## src/id_page_pkg.sv

```systemverilog
package id_page_pkg;
  // Core clock and internally timed write cycle
  localparam int CLK_PERIOD_NS = 10;
  localparam int INTERNAL_WRITE_TIME_NS = 4000000;
  localparam int WRITE_CYCLES_DEF = INTERNAL_WRITE_TIME_NS / CLK_PERIOD_NS;
  localparam int CNT_W = 20;

  // Instruction codes, compared after masking the don't-care bit 3
  localparam logic [7:0] OPCODE_MASK = 8'hf7;
  localparam logic [7:0] WRITE_ENABLE_CMD = 8'h06;
  localparam logic [7:0] ID_PAGE_WRITE_CMD = 8'h82;
  localparam logic [7:0] ID_PAGE_READ_CMD = 8'h83;

  // Address and data field positions
  localparam int ADDR_SELECT_BIT = 7;
  localparam int LOCK_DATA_BIT = 1;
  localparam int ADDR_W = 4;
  localparam logic [ADDR_W-1:0] LAST_ADDR = 4'hf;

  // Page and error-correction layout
  localparam int PAGE_BYTES = 16;
  localparam int GROUPS = 4;
  localparam int GROUP_W = 32;
  localparam int CHECK_W = 6;
  localparam int CODE_W = 38;
  localparam logic [7:0] ERASED_BYTE = 8'hff;
  localparam logic [6:0] LOCK_STATUS_PAD = 7'h00;
  localparam logic [1:0] BP_ALL = 2'h3;

  // Instruction decoding phases
  typedef enum logic [3:0] {
    PH_IDLE, PH_OPCODE, PH_WRITE_ENABLE_CMD, PH_ADDR_WR, PH_ADDR_RD,
    PH_WDATA, PH_LOCKDATA, PH_RDPAGE, PH_RDLOCK, PH_IGNORE
  } phase_t;
endpackage : id_page_pkg

```

## src/byte_buffer2.sv

```systemverilog
module byte_buffer2 #(
  parameter int WIDTH = 8
) (
  // Clock and reset
  input wire logic clk,
  input wire logic rst,
  input wire logic clear,
  // Filling side
  input wire logic inValid,
  output logic inReady,
  input wire logic [WIDTH-1:0] inData,
  // Draining side
  output logic outValid,
  input wire logic outReady,
  output logic [WIDTH-1:0] outData
);
  typedef struct packed {
    logic [1:0][WIDTH-1:0] mem;
    logic rdPtr;
    logic wrPtr;
    logic [1:0] count;
  } buf_t;

  buf_t q;
  buf_t d;
  logic push;
  logic pop;

  // Honest flags straight from the occupancy count
  assign inReady = q.count != 2'h2;
  assign outValid = q.count != 2'h0;
  assign outData = q.mem[q.rdPtr];
  assign push = inValid && inReady;
  assign pop = outValid && outReady;

  // Pointer and count update; clear drops both entries at once
  always_comb begin
    d = q;
    if (push) begin
      d.mem[q.wrPtr] = inData;
      d.wrPtr = !q.wrPtr;
    end
    if (pop) begin
      d.rdPtr = !q.rdPtr;
    end
    d.count = q.count + {1'b0, push} - {1'b0, pop};
    if (clear) begin
      d.rdPtr = 1'b0;
      d.wrPtr = 1'b0;
      d.count = 2'h0;
    end
  end

  always_ff @(posedge clk) begin
    if (rst) begin
      q <= '0;
    end else begin
      q <= d;
    end
  end
endmodule : byte_buffer2

```

## src/id_page_access.sv

```systemverilog
module id_page_access #(
  parameter int WRITE_CYCLES = id_page_pkg::WRITE_CYCLES_DEF
) (
  // Clock and reset
  input wire logic clk,
  input wire logic rst,
  // Serial link pins
  input wire logic csN,
  input wire logic sck,
  input wire logic si,
  output logic so,
  output logic soEn,
  // Status register bits
  input wire logic blockProtectHi,
  input wire logic blockProtectLo,
  output logic writeEnableLatch,
  output logic writeBusy,
  output logic pageLocked
);
  import id_page_pkg::*;

  typedef struct packed {
    logic csMeta, csSync, csPrev;
    logic sckMeta, sckSync, sckPrev;
    logic siMeta, siSync;
    phase_t phase;
    logic [2:0] bitCnt;
    logic [7:0] inShift;
    logic [ADDR_W-1:0] addr;
    logic [PAGE_BYTES*8-1:0] stage;
    logic [GROUPS-1:0] dirty;
    logic armed, rdDone, gotData, lockReq, write_enable_latch, busy, kindLock;
    logic [CNT_W-1:0] busyCnt;
    logic [7:0] outShift;
    logic [2:0] outCnt;
    logic so, soEn;
  } state_t;
  state_t q;
  state_t d;
  logic [PAGE_BYTES*8-1:0] corrPage;
  logic csRise, csFall, sckRise, sckFall, readPhase, byteDone;
  logic commit, startWrite, startLock;
  logic [7:0] newByte;
  logic bufInValid, bufInReady, bufOutValid, bufOutReady, bufPush;
  logic [7:0] bufInData, bufOutData;

  // Hamming code over one group; data fills the non-power-of-two slots
  function automatic logic [CODE_W-1:0] eccEncode(
      input logic [GROUP_W-1:0] data);
    logic [CODE_W-1:0] code;
    int j;
    code = '0;
    j = 0;
    for (int p = 1; p <= CODE_W; p++) begin
      if ((p & (p - 1)) != 0) begin
        code[p-1] = data[j];
        j++;
      end
    end
    for (int k = 0; k < CHECK_W; k++) begin
      for (int p = 1; p <= CODE_W; p++) begin
        if (((p >> k) & 1) == 1 && p != (1 << k)) begin
          code[(1 << k) - 1] = code[(1 << k) - 1] ^ code[p-1];
        end
      end
    end
    return code;
  endfunction : eccEncode
  // Syndrome points at the single flipped position, if any
  function automatic logic [GROUP_W-1:0] eccCorrect(
      input logic [CODE_W-1:0] code);
    logic [CHECK_W-1:0] syn;
    logic [GROUP_W-1:0] data;
    int j;
    syn = '0;
    data = '0;
    j = 0;
    for (int p = 1; p <= CODE_W; p++) begin
      if (code[p-1]) begin
        syn = syn ^ CHECK_W'(p);
      end
    end
    if (syn != '0 && int'(syn) <= CODE_W) begin
      code[int'(syn) - 1] = !code[int'(syn) - 1];
    end
    for (int p = 1; p <= CODE_W; p++) begin
      if ((p & (p - 1)) != 0) begin
        data[j] = code[p-1];
        j++;
      end
    end
    return data;
  endfunction : eccCorrect
  // Nonvolatile cells ignore reset; the page is delivered erased
  localparam logic [CODE_W-1:0] ERASED_CODE = eccEncode({4{ERASED_BYTE}});
  logic [CODE_W-1:0] pageMem [GROUPS] = '{default: ERASED_CODE};
  logic lockedNv = 1'b0;
  // Corrected view of the page, group by group
  always_comb begin
    for (int g = 0; g < GROUPS; g++) begin
      corrPage[g*GROUP_W +: GROUP_W] = eccCorrect(pageMem[g]);
    end
  end
  // Edges seen only on the second synchroniser stage
  assign csRise = q.csSync && !q.csPrev;
  assign csFall = !q.csSync && q.csPrev;
  assign sckRise = q.sckSync && !q.sckPrev;
  assign sckFall = !q.sckSync && q.sckPrev;
  assign byteDone = sckRise && q.bitCnt == 3'h7;
  assign newByte = {q.inShift[6:0], q.siSync};
  assign readPhase = q.phase == PH_RDPAGE || q.phase == PH_RDLOCK;
  assign commit = q.busy && q.busyCnt == CNT_W'(1);
  // Acceptance at deselect; a partial byte cancels both
  assign startWrite = csRise && q.phase == PH_WDATA && q.gotData
    && q.bitCnt == 3'h0 && q.write_enable_latch && !lockedNv && !q.busy;
  assign startLock = csRise && q.phase == PH_LOCKDATA && q.gotData
    && q.bitCnt == 3'h0 && q.lockReq && q.write_enable_latch
    && {blockProtectHi, blockProtectLo} != BP_ALL
    && !lockedNv && !q.busy;

  // Producer: page bytes stop at the last slot, status byte repeats
  assign bufInValid = (q.phase == PH_RDPAGE && !q.rdDone)
    || q.phase == PH_RDLOCK;
  assign bufInData = q.phase == PH_RDLOCK ? {LOCK_STATUS_PAD, lockedNv}
    : corrPage[q.addr*8 +: 8];
  assign bufPush = bufInValid && bufInReady;
  assign bufOutReady = sckFall && readPhase && q.outCnt == 3'h0;
  // Prefetch buffer so the shifter never waits on a lookup
  byte_buffer2 #(.WIDTH(8)) outBuf (
    .clk(clk),
    .rst(rst),
    .clear(csRise),
    .inValid(bufInValid),
    .inReady(bufInReady),
    .inData(bufInData),
    .outValid(bufOutValid),
    .outReady(bufOutReady),
    .outData(bufOutData)
  );

  // Next-state logic of the whole instruction engine
  always_comb begin
    d = q;
    d.csMeta = csN;
    d.csSync = q.csMeta;
    d.csPrev = q.csSync;
    d.sckMeta = sck;
    d.sckSync = q.sckMeta;
    d.sckPrev = q.sckSync;
    d.siMeta = si;
    d.siSync = q.siMeta;
    if (q.csSync) begin
      d.armed = 1'b1;
    end
    if (commit) begin
      d.busy = 1'b0;
      d.write_enable_latch = 1'b0;
    end else if (q.busy) begin
      d.busyCnt = q.busyCnt - CNT_W'(1);
    end
    if (csRise) begin
      if (q.phase == PH_WRITE_ENABLE_CMD && q.bitCnt == 3'h0) begin
        d.write_enable_latch = 1'b1;
      end
      if (startWrite || startLock) begin
        d.busy = 1'b1;
        d.kindLock = startLock;
        d.busyCnt = CNT_W'(WRITE_CYCLES);
      end
      d.phase = PH_IDLE;
      d.soEn = 1'b0;
      d.so = 1'b0;
    end else if (csFall && q.armed) begin
      d.phase = PH_OPCODE;
      d.bitCnt = 3'h0;
      d.gotData = 1'b0;
      d.lockReq = 1'b0;
      d.rdDone = 1'b0;
      d.outCnt = 3'h0;
    end else if (sckRise && q.phase != PH_IDLE) begin
      d.inShift = newByte;
      d.bitCnt = q.bitCnt + 3'h1;
      if (byteDone) begin
        case (q.phase)
          PH_OPCODE: begin
            if (q.busy) begin
              d.phase = PH_IGNORE;
            end else if ((newByte & OPCODE_MASK) == WRITE_ENABLE_CMD) begin
              d.phase = PH_WRITE_ENABLE_CMD;
            end else if ((newByte & OPCODE_MASK) == ID_PAGE_WRITE_CMD) begin
              d.phase = PH_ADDR_WR;
            end else if ((newByte & OPCODE_MASK) == ID_PAGE_READ_CMD) begin
              d.phase = PH_ADDR_RD;
            end else begin
              d.phase = PH_IGNORE;
            end
          end
          PH_ADDR_WR: begin
            d.addr = newByte[ADDR_W-1:0];
            d.stage = corrPage;
            d.dirty = '0;
            d.phase = newByte[ADDR_SELECT_BIT] ? PH_LOCKDATA : PH_WDATA;
          end
          PH_ADDR_RD: begin
            d.addr = newByte[ADDR_W-1:0];
            d.phase = newByte[ADDR_SELECT_BIT] ? PH_RDLOCK : PH_RDPAGE;
            d.soEn = 1'b1;
          end
          PH_WDATA: begin
            d.stage[q.addr*8 +: 8] = newByte;
            d.dirty[q.addr[ADDR_W-1:2]] = 1'b1;
            d.addr = q.addr + ADDR_W'(1);
            d.gotData = 1'b1;
          end
          PH_LOCKDATA: begin
            d.lockReq = newByte[LOCK_DATA_BIT];
            d.gotData = 1'b1;
          end
          PH_WRITE_ENABLE_CMD: begin
            d.phase = PH_IGNORE;
          end
          default: begin
          end
        endcase
      end
    end
    if (sckFall && readPhase && !csRise) begin
      if (q.outCnt == 3'h0) begin
        d.so = bufOutValid ? bufOutData[7] : ERASED_BYTE[7];
        d.outShift = bufOutValid ? {bufOutData[6:0], 1'b0} : ERASED_BYTE;
        d.outCnt = 3'h7;
      end else begin
        d.so = q.outShift[7];
        d.outShift = {q.outShift[6:0], 1'b0};
        d.outCnt = q.outCnt - 3'h1;
      end
    end
    if (bufPush && q.phase == PH_RDPAGE) begin
      if (q.addr == LAST_ADDR) begin
        d.rdDone = 1'b1;
      end else begin
        d.addr = q.addr + ADDR_W'(1);
      end
    end
  end
  // Reset leaves the chip idle, deselected and disarmed
  always_ff @(posedge clk) begin
    if (rst) begin
      q <= '0;
      {q.csMeta, q.csSync, q.csPrev} <= 3'h7;
    end else begin
      q <= d;
    end
  end
  // Whole groups are re-encoded so the check bits stay consistent
  always_ff @(posedge clk) begin
    if (commit && !q.kindLock) begin
      for (int g = 0; g < GROUPS; g++) begin
        if (q.dirty[g]) begin
          pageMem[g] <= eccEncode(q.stage[g*GROUP_W +: GROUP_W]);
        end
      end
    end
    if (commit && q.kindLock) begin
      lockedNv <= 1'b1;
    end
  end
  assign so = q.so;
  assign soEn = q.soEn;
  assign writeEnableLatch = q.write_enable_latch;
  assign writeBusy = q.busy;
  assign pageLocked = lockedNv;
endmodule : id_page_access

```

## config.mk

```make
export PLATFORM = sky130hd
export DESIGN_NAME = id_page_access
export DESIGN_NICKNAME = d
export VERILOG_FILES = /design/src/id_page_pkg.sv /design/src/byte_buffer2.sv /design/src/id_page_access.sv
export SDC_FILE = /design/constraint.sdc
export NUM_CORES = 1
export LEC_CHECK = 0
export BUFFER_PORTS_ARGS = -buffer_cell sky130_fd_sc_hd__buf_4
export CAP_MARGIN = 20
export CORE_ASPECT_RATIO = 1.4
export CORE_MARGIN = 8
export CORE_UTILIZATION = 25
export DETAILED_ROUTE_END_ITERATION = 7
export MAX_ROUTING_LAYER = met4
export PLACE_DENSITY = 0.43
export SLEW_MARGIN = 30
export SYNTH_ARGS = -nofsm -noshare
export SYNTH_HDL_FRONTEND = slang
export SYNTH_SLANG_ARGS = --single-unit
```

## constraint.sdc

```tcl
create_clock -name clk -period 3.02 [get_ports clk]
set_clock_uncertainty 0.15 [all_clocks]
set_input_delay 0.453 -clock clk [delete_from_list [all_inputs] [get_ports clk]]
set_output_delay 0.453 -clock clk [all_outputs]
set_load 0.1 [all_outputs]
```

=== After elaboration in Yosys (flattened, before gate mapping) ===
Memories as Yosys holds them, arrays and structs flattened.
Cells that the tools add are included.

* $lt $le $gt $ge: 141
* Bitwise logic cells: 487
* Multiplexer cells: 1827
* Shift operators: 3
* Div/mod/pow operators: 0
* Reductions and logical operators: 70
* Add/sub/neg operators: 131
* Multiply operators: 0
* Equality and inequality tests: 16

{| class="wikitable"
|+ Operators with widths
! kind !! number
|-
| 32-bit 2-to-1 mux || 248
|-
| 32-bit by 7-bit less-than comparator with 1-bit output, second input constant || 124
|-
| 32-bit by 2-bit adder with 32-bit output, second input constant || 120
|-
| 1-bit 2-to-1 mux || 1254
|-
| 1-bit binary-select mux with 5-bit select || 124
|-
| 136-bit 2-to-1 mux || 3
|-
| 1-bit XOR || 336
|-
| 5-bit 2-to-1 mux || 64
|-
| 132-bit one-hot mux with 2 select lines || 1
|-
| 6-bit 2-to-1 mux || 28
|-
| 4-bit 2-to-1 mux || 41
|-
| 3-bit inverter || 52
|-
| 38-bit bitwise mux || 4
|-
| 38-bit 2-to-1 mux || 4
|-
| 148-bit 2-to-1 mux || 1
|-
| 128-bit bitwise mux || 1
|-
| 8-bit by 34-bit variable shift with 128-bit output, first input constant || 1
|-
| 128-bit by 8-bit variable part select with 8-bit output || 1
|-
| 8-bit by 34-bit variable part select with 128-bit output || 1
|-
| 2-bit inverter || 52
|-
| 4-bit inverter || 20
|-
| 3-bit 2-to-1 mux || 19
|-
| 20-bit 2-to-1 mux || 2
|-
| 8-bit 2-to-1 mux || 5
|-
| 53 further kinds || 169
|}

* Output and inout port bits: 5
* RAM bits: 152
* Memories: 1
* Bits in latches: 0
* ROM bits: 0
* Register bits: 218

{| class="wikitable"
|+ Memories
! memory !! words !! width !! rd ports !! clocked after Yosys merged registers in !! wr ports !! line !! text
|-
| pageMem || 4 || 38 || 4 || 0 || 4 || id_page_access.sv:96 || <nowiki>logic [CODE_W-1:0] pageMem [GROUPS] = '{default: ERASED_CODE};</nowiki>
|}

=== Depth between registers and ports, before layout ===
Gate-level depths: netlist of the first run.

* Depth in word-level cells: 101
* Mapped depth: 12
* Mapped depth without buffers: 11

=== By module ===
From an unflattened synthesis of the first run, not the netlist that was laid out.

* Cell total of the unflattened synthesis: 355
* Area, all modules: 3189.3 um^2

{| class="wikitable"
|+ Modules (own cells, without submodules)
! module !! times used !! area each (um^2) !! sequential area each (um^2) !! cells an instance
|-
| id_page_access || 1 || 2208.4 || 840.8 || 252
|-
| byte_buffer2 || 1 || 980.9 || 400.4 || 103
|}

=== Worst setup path after synthesis of the first run ===
Ideal clock, no wire load.

* Path type: register -> register
* Start point: reg q[2] (netlist name)
* End point: reg outBuf.q[1] (netlist name)
* Path slack: 763 ps
* Library setup time: 121 ps
* Arrival time: 1987 ps
* Data required time: 2749 ps
* Cell stages (with the launch flop): 13
* Buffers on the path: 1
* Cell sequence: dfxtp_1 inv_1 ha_1 nor2b_1 buf_1 o21ai_0 nor2_1 ha_1 inv_1 ha_1 xor2_1 xnor2_1 nor2_1

* Longest elaborated chain between the ends: 4

{| class="wikitable"
|+ Ends and longest elaborated chain
! what !! line !! text
|-
| start, declared || id_page_access.sv:38 || <nowiki>state_t q;</nowiki>
|-
| 3-bit logical NOT || id_page_access.sv:127 || <nowiki>assign bufOutReady = sckFall && readPhase && q.outCnt == 3'h0;</nowiki>
|-
| 1-bit logical AND || id_page_access.sv:127 ||
|-
| 1-bit logical AND || byte_buffer2.sv:34 || <nowiki>assign pop = outValid && outReady;</nowiki>
|-
| via outBuf.pop || byte_buffer2.sv:27 || <nowiki>logic pop;</nowiki>
|-
| 2-bit by 1-bit subtractor with 2-bit output || byte_buffer2.sv:46 || <nowiki>d.count = q.count + {1'b0, push} - {1'b0, pop};</nowiki>
|-
| end signal, assigned || byte_buffer2.sv:56 || <nowiki>q <= '0;</nowiki>
|-
| end signal, assigned || byte_buffer2.sv:58 || <nowiki>q <= d;</nowiki>
|-
| end, declared || byte_buffer2.sv:24 || <nowiki>buf_t q;</nowiki>
|}

The timed path passes the listed nets, and every way through them passes these cells.
A chain may end at the register's enable or synchronous reset.

=== Worst setup path after layout of the first run ===
* Start point: reg q[190] (netlist name)
* End point: reg outBuf.q[1] (netlist name)

* Longest elaborated chain between the ends: 6
* Elaborated cells between the ends (all ways): 11
* Those cells by class: add/sub: 2; eq/ne: 2; reduce/logical: 7

{| class="wikitable"
|+ Ends and longest elaborated chain
! what !! line !! text
|-
| 4-bit by 3-bit equality test with 1-bit output / 4-bit equality test (equally long branches) || id_page_access.sv:111 || <nowiki>assign readPhase = q.phase == PH_RDPAGE || q.phase == PH_RDLOCK;</nowiki>
|-
| 1-bit logical OR (*) || id_page_access.sv:111 ||
|-
| 1-bit logical AND (*) (2 in series) || id_page_access.sv:127 ||
|-
| 1-bit logical AND (*) || byte_buffer2.sv:34 ||
|-
| via outBuf.pop || byte_buffer2.sv:27 ||
|-
| 2-bit by 1-bit subtractor with 2-bit output (*) || byte_buffer2.sv:46 ||
|}

Mark *: on every way through the listed nets, which the timed path passes. The rest lies on a longest branch.

==> results of run 1 <==
[metal layers]
metal / vias up / global-route usage / part of all wire
met5: - / - / 0
met4: 0 / 0.0541 / 0.026
met3: 9 / 0.0157 / 0.025
met2: 22 / 0.153 / 0.50
met1: 914 / 0.103 / 0.45
li1: 1017 / - / -
[cells in the final DEF, fill, tap and decap left out, types with 2 or more instances in the layout]
cell       count
dfxtp_1       50
a21oi_1       19
nand3b_1       3
a32oi_1        2
buf_4         10
inv_1         13
nand3_1        3
mux2i_1       10
nor2_1        51
nor3_1        12
xnor2_1        4
nand2_1       14
nor4_1         3
clkbuf_16      5
nor3b_1        3
or2_2          4
a31oi_1        8
nor2b_1       16
or3_1          2
and4b_1        2
nand2b_1       5
conb_1         2
a211oi_1       2
a22oi_1        2
a22o_2         2
o21ai_0        6
ha_1           8
o22ai_1        2
[logic make-up (layout without fill, tap and decap cells)]
logic type,count (synthesis),count (layout)
DFF,50,50
other,2,2
AOI/OAI and AO/OA,57,57
buffers and inverters,30,30
and+or+nand+nor,129,129
muxes,11,11
xor gates and xnor gates,5,5
adders and majority gates,8,8
[metrics by stage]
| step | std cells | power, mW |
|---|---|---|
| 2_1_floorplan | 292 | 0.718 |
| 3_3_place_gp | 420 | 0.727 |
| 3_5_place_dp | 420 | 0.728 |
| 4_1_cts | 427 | 1.40 |
| 5_1_grt | 427 | 1.42 |
| 6_report | 427 | 1.37 |
[worst register-to-register path, stage by stage (launching register included)]
cell,delay (ns)
dfxtp_1,0.51
and4b_1,0.28
o21ai_0,0.44
nor2_1,0.16
ha_1,0.31
inv_1,0.06
ha_1,0.15
xor2_1,0.18
xnor2_1,0.13
nor2_1,0.05
[flip-flops by register name, summed over array words and instances (netlist names)]
register and flops:
outBuf.q 8, so 1, d 5, soEn 1
q 26, writeEnableLatch 1, newByte 8
[final cells by class]
type	count	area, um2	area share
Timing Repair Buffer	10	75.1	0.0267
Inverter	13	48.8	0.0174
Clock inverter	1	30.0	0.0107
Multi-Input combinational cell	212	1340	0.479
Clock buffer	6	139	0.0495
Sequential cell	50	1000	0.357
Tap cell	135	169	0.0602
[where the power goes]
group	internal (mW)	switching (mW)
Sequential	0.665	0.00431
Combinational	0.0114	0.0310
Clock	0.409	0.249
[path summary, 6_finish.rpt]
check | from | endpoint | slack [ns] | cells past startpoint
hold reg to reg | d[197]$_SDFF_PP1_ | d[196]$_SDFF_PP1_ | 0.26 | 1
setup / recovery | q[190]$_SDFFE_PP0P_ | outBuf.q[1]$_SDFF_PP0_ | 0.50 | 9
hold / removal | csN | d[197]$_SDFF_PP1_ | 0.19 | 2
setup reg to reg | q[190]$_SDFFE_PP0P_ | outBuf.q[1]$_SDFF_PP0_ | 0.50 | 9
==> metrics.cfg, run 1 <==
[sta]
setup_violations = 0
holdWs_ns = 0.193
time_the_final_worst_path_needs_with_i_o_delays_and_setup_ns = 2.52
final_min_period_over_clock_period = 0.835
postLayoutSetupSlackWorst_ns = 0.499
max-slew-margin-rel = 0.459
finalHoldViolations = 0
slew_viol_final = 0
fmax_mhz = 397
tightest_slew_ns = 0.810
setup_repair_after_global_routing_missed_its_margin = no
timing.setup.tns_ns = 0

[setup_path]
worst_setup_path_start_kind = register
required_time_reported_for_the_critical_path_endpoint_ns = 3.06
slowest_delay_ns = 0.51
path_delay_family = flip-flops
cp_num_buf_inv = 1
worst_ep_arrival_time_ns = 2.56
criticalPathCategory = register to register
critical_path_cell_by_cell = and4b_1 > o21ai_0 > nor2_1 > ha_1 > inv_1 > ha_1 > xor2_1 > xnor2_1 > nor2_1
maximum_fanout_along_the_worst_path = 11
critPathCaptureType = register
cp_slowest_cell = dfxtp_1

[yosys]
yosys_top_cell_area_share = 0.406
synth-seq-area-share = 0.406
synth.ff_latch_count = 50
post_synth_net_total = 307
ys.warnings.count = 0
synth_edf_count = 0
synth_area_um2 = 2470
dominantRegCellSynth = dfxtp_1
synth-xor-area-share = 0.0177
syn-instance-count = 292
synthDistinctLibCells = 57
yosys-top-cells-area = dfxtp_1 (41%), nor2_1 (7.8%), ha_1 (4.1%), mux2i_1 (4.1%), nor2b_1 (4.1%)
post_synth_and_or_nand_nor_area_fraction = 0.273
synthesized_area_fraction_occupied_by_ao_oa_aoi_and_oai_cells = 0.161
synth_top_family_by_area = simple AND/OR/NAND/NOR gates
synth_top_area_cell = dfxtp_1
synth.avg_cell_area_um2 = 8.45
netlist_top_cells_count = nor2_1 (51), dfxtp_1 (50), a21oi_1 (19)
synth_fa_ha_area_frac = 0.0406
synth_mux_area_frac = 0.0467
post-synth-top-count-cell = nor2_1
async_flop_share = 0

[floorplan]
core_area_um2 = 9740
chipWidth_um = 100
number_of_placed_i_o_pins = 12
start_util = 0.253
row_count = 43
die_area_um2 = 13300
die_height_um = 134

[final_layout]
num-fill-cells = 1049
layout-area-overhead-vs-synth_pct = 13.7
nets = 307
layout.core_utilization = 0.288
layout.cell_area.non_filler_um2 = 2810
layout-drive-gt1-share = 0.123
num_antenna_cells = 0

[detailed_routing]
drt-initial-drc-count = 119
drt_pre_antenna_iters = 4
wl_per_instance_um = 12.9
via_count = 1962
route.antenna.remaining_nets = 0
drc_errors = 0
drt-total-wl_mm = 5.52
viasPerCell = 4.59

[placement]
place_congestion = 0.775
placement.setup.worst_slack_ns = 0.494
buffer_ports.inserted = 7
placed_area_um2 = 2640
place_hpwl_mm = 3.90

[clocking]
cts_root_buf = clkbuf_16
clock_slew_seen_by_the_registers_of_the_worst_setup_and_hold_paths_ns = 0.07
post_cts_resize_count = 0
cts-buffers-inserted = 5
clock_sink_count = 50
clock_tree.buffer_depth = 2
clock_tree_from_tritoncts = built
htreeDepth = 2
postCtsSetupRepairBufs = 0
cts_hold_buf = 0
clk_latency_ns = 0.29

[power]
powerDensity_nw_per_um2 = 488
worst_ir_drop_vdd_v = 0.000194
p_leak_nw = 1.07

[grt]
global_route_wire_length_before_repair_mm = 9.52
grt_overflow = 0
grt_use_total = 0.0928
vias_in_the_first_global_route = 1929
grt_max_degree = 44
antenna_violations_before_repair = 0

[worst_hold_path]
holdCritPathClass = primary input to register

[run]
max_cap_viol_count = 0

[status]
run_status = finished, final reports clean

Power figures use the tool's default switching activity.
==> inputs of run 2 (changes only) <==
Clock period 3.02 ns to 2.5 ns, I/O delays scaled along.
==> run 2 against run 1 <==
Compared with the run above: core utilization rose by 0.23 points; sequential power rose by 21%; clock power rose by 2%; routed wire length rose by 1.4%; final cell count rose by 1.6%; first-iteration DRC count rose by 36%; register-to-register slack got worse by 0.20 ns; die area did not move; worst setup slack got worse by 0.20 ns; global-route usage rose by 0.068 points; critical endpoint unchanged.
==> metrics.cfg, run 2 (same netlist as run 1, synthesis figures left out) <==
[status]
run_status = finished, final reports clean

[final_layout]
max_flop_register = q
final_std_cells_w_o_fill = 434
num_antenna_cells = 0
largest_register_ffs = 26
layout-drive-gt1-share = 0.144
mostFrequentLayoutCells = nor2_1 (51), dfxtp_1 (50), a21oi_1 (19), buf_4 (17), nor2b_1 (16)
mostFrequentLayoutCell = nor2_1
nets = 314
num-fill-cells = 1065
layout-area-overhead-vs-synth_pct = 14.7

[sta]
holdWs_ns = 0.116
final_min_period_over_clock_period = 0.880
fmax_mhz = 455
timing.setup.tns_ns = 0
tightest_slew_ns = 0.539
time_the_final_worst_path_needs_with_i_o_delays_and_setup_ns = 2.20
finalHoldViolations = 0
setup_repair_after_global_routing_missed_its_margin = no
max-slew-margin-rel = 0.640
slew_viol_final = 0
setup_violations = 0

[power]
p_leak_nw = 1.09
total_power_mw = 1.53
powerDensity_nw_per_um2 = 541
worst_ir_drop_vdd_v = 0.000274

[clocking]
cts-buffers-inserted = 5
clock_sink_count = 50
htreeDepth = 2
cts_root_buf = clkbuf_16
postCtsSetupRepairBufs = 0
post_cts_resize_count = 0
clock_slew_seen_by_the_registers_of_the_worst_setup_and_hold_paths_ns = 0.07
clock_tree.buffer_depth = 2
clk_latency_ns = 0.29
cts_hold_buf = 0
clock_tree_from_tritoncts = built

[grt]
grt_use_met1 = 0.105
grt_overflow = 0
global_routing_usage_on_met2 = 0.158
grt_busiest_layer = met2
vias_in_the_first_global_route = 1994
antenna_violations_before_repair = 0
globalRouteMet3Util = 0.0141
grt_max_degree = 44
global_route_wire_length_before_repair_mm = 9.64
grt_use_total = 0.0935

[placement]
placed_instances = 427
place_hpwl_mm = 4.06
buffer_ports.inserted = 7
place_congestion = 0.771

[detailed_routing]
drt-total-wl_mm = 5.60
route.antenna.remaining_nets = 0
drt-initial-drc-count = 162
drc_errors = 0
viasPerCell = 4.57
via_count = 1985
drt_pre_antenna_iters = 4
wl_per_instance_um = 12.9

[setup_path]
r2r_cells = 9
timing.critical_path.depth = 9
slowest_delay_ns = 0.38
worst_setup_path_start_kind = register
critical_path_cell_by_cell = nor4b_2 > o21ai_0 > nor2_1 > ha_1 > inv_1 > ha_1 > xor2_1 > xnor2_1 > nor2_1
cp_slowest_cell = nor4b_2
path_delay_family = simple AND/OR/NAND/NOR gates
cp_num_buf_inv = 1
maximum_fanout_along_the_worst_path = 5
critPathCaptureType = register
criticalPathCategory = register to register
worst_ep_arrival_time_ns = 2.24
required_time_reported_for_the_critical_path_endpoint_ns = 2.54

[floorplan]
number_of_placed_i_o_pins = 12
core_area_um2 = 9740
die_area_um2 = 13300
chipWidth_um = 100
row_count = 43
start_util = 0.253
die_height_um = 134

[worst_hold_path]
cells_on_worst_hold_path = 2
holdCritPathClass = primary input to register

[run]
max_cap_viol_count = 0

-- run 2: cell count changes in the layout (fill, tap and decap cells not counted) --
cell	delta
inv_6	+1
clkinv_2	+1
buf_4	+7
bufinv_16	-1
clkbuf_8	-1
-- run 2: routing by layer --
layer / vias to the layer above / wire length (um)
met3: 6 / 109
met5: - / 0
met2: 26 / 2750
li1: 1035 / -
met1: 918 / 2620
met4: 0 / 121
-- run 2: layout make-up --
cell class,count,area (um2),share of cell area
clock buffers,5,125,0.0442
clock inverters,2,13.8,0.00487
inverters,13,48.8,0.0172
multi-input cells,212,1340,0.475
flip-flops and latches,50,1000,0.354
well taps,135,169,0.0597
repair buffers,17,128,0.0451
-- run 2: worst reg2reg max path: stages (launching register included) --
cell and delay [ns]:
dfxtp_1 0.36, nor4b_2 0.38, o21ai_0 0.19, nor2_1 0.21, ha_1 0.26, inv_1 0.05, ha_1 0.14, xor2_1 0.17
xnor2_1 0.13, nor2_1 0.05
-- run 2: per-stage QoR --
stage / utilization / instance area (um2) / setup WS (ns)
finish: 0.291 / 2830 / 0.300
global route: 0.291 / 2830 / 0.0737
CTS: 0.291 / 2830 / 0.248
detailed placement: 0.276 / 2690 / 0.265
global placement: 0.276 / 2690 / 0.305
floorplan: - / 2470 / 0.243
-- run 2: final timing paths --
check / from / end / slack [ns]
worst max-delay path: q[187]$_SDFFE_PP0P_ / outBuf.q[1]$_SDFF_PP0_ / 0.30
worst min-delay path: csN / d[197]$_SDFF_PP1_ / 0.12
worst max register to register: q[187]$_SDFFE_PP0P_ / outBuf.q[1]$_SDFF_PP0_ / 0.30
worst min register to register: d[197]$_SDFF_PP1_ / d[196]$_SDFF_PP1_ / 0.26
-- run 2: power by group --
part           internal (mW)  switching [mW]
clock network          0.368           0.303
logic                 0.0143          0.0381
registers              0.803         0.00440
total                   1.18           0.345
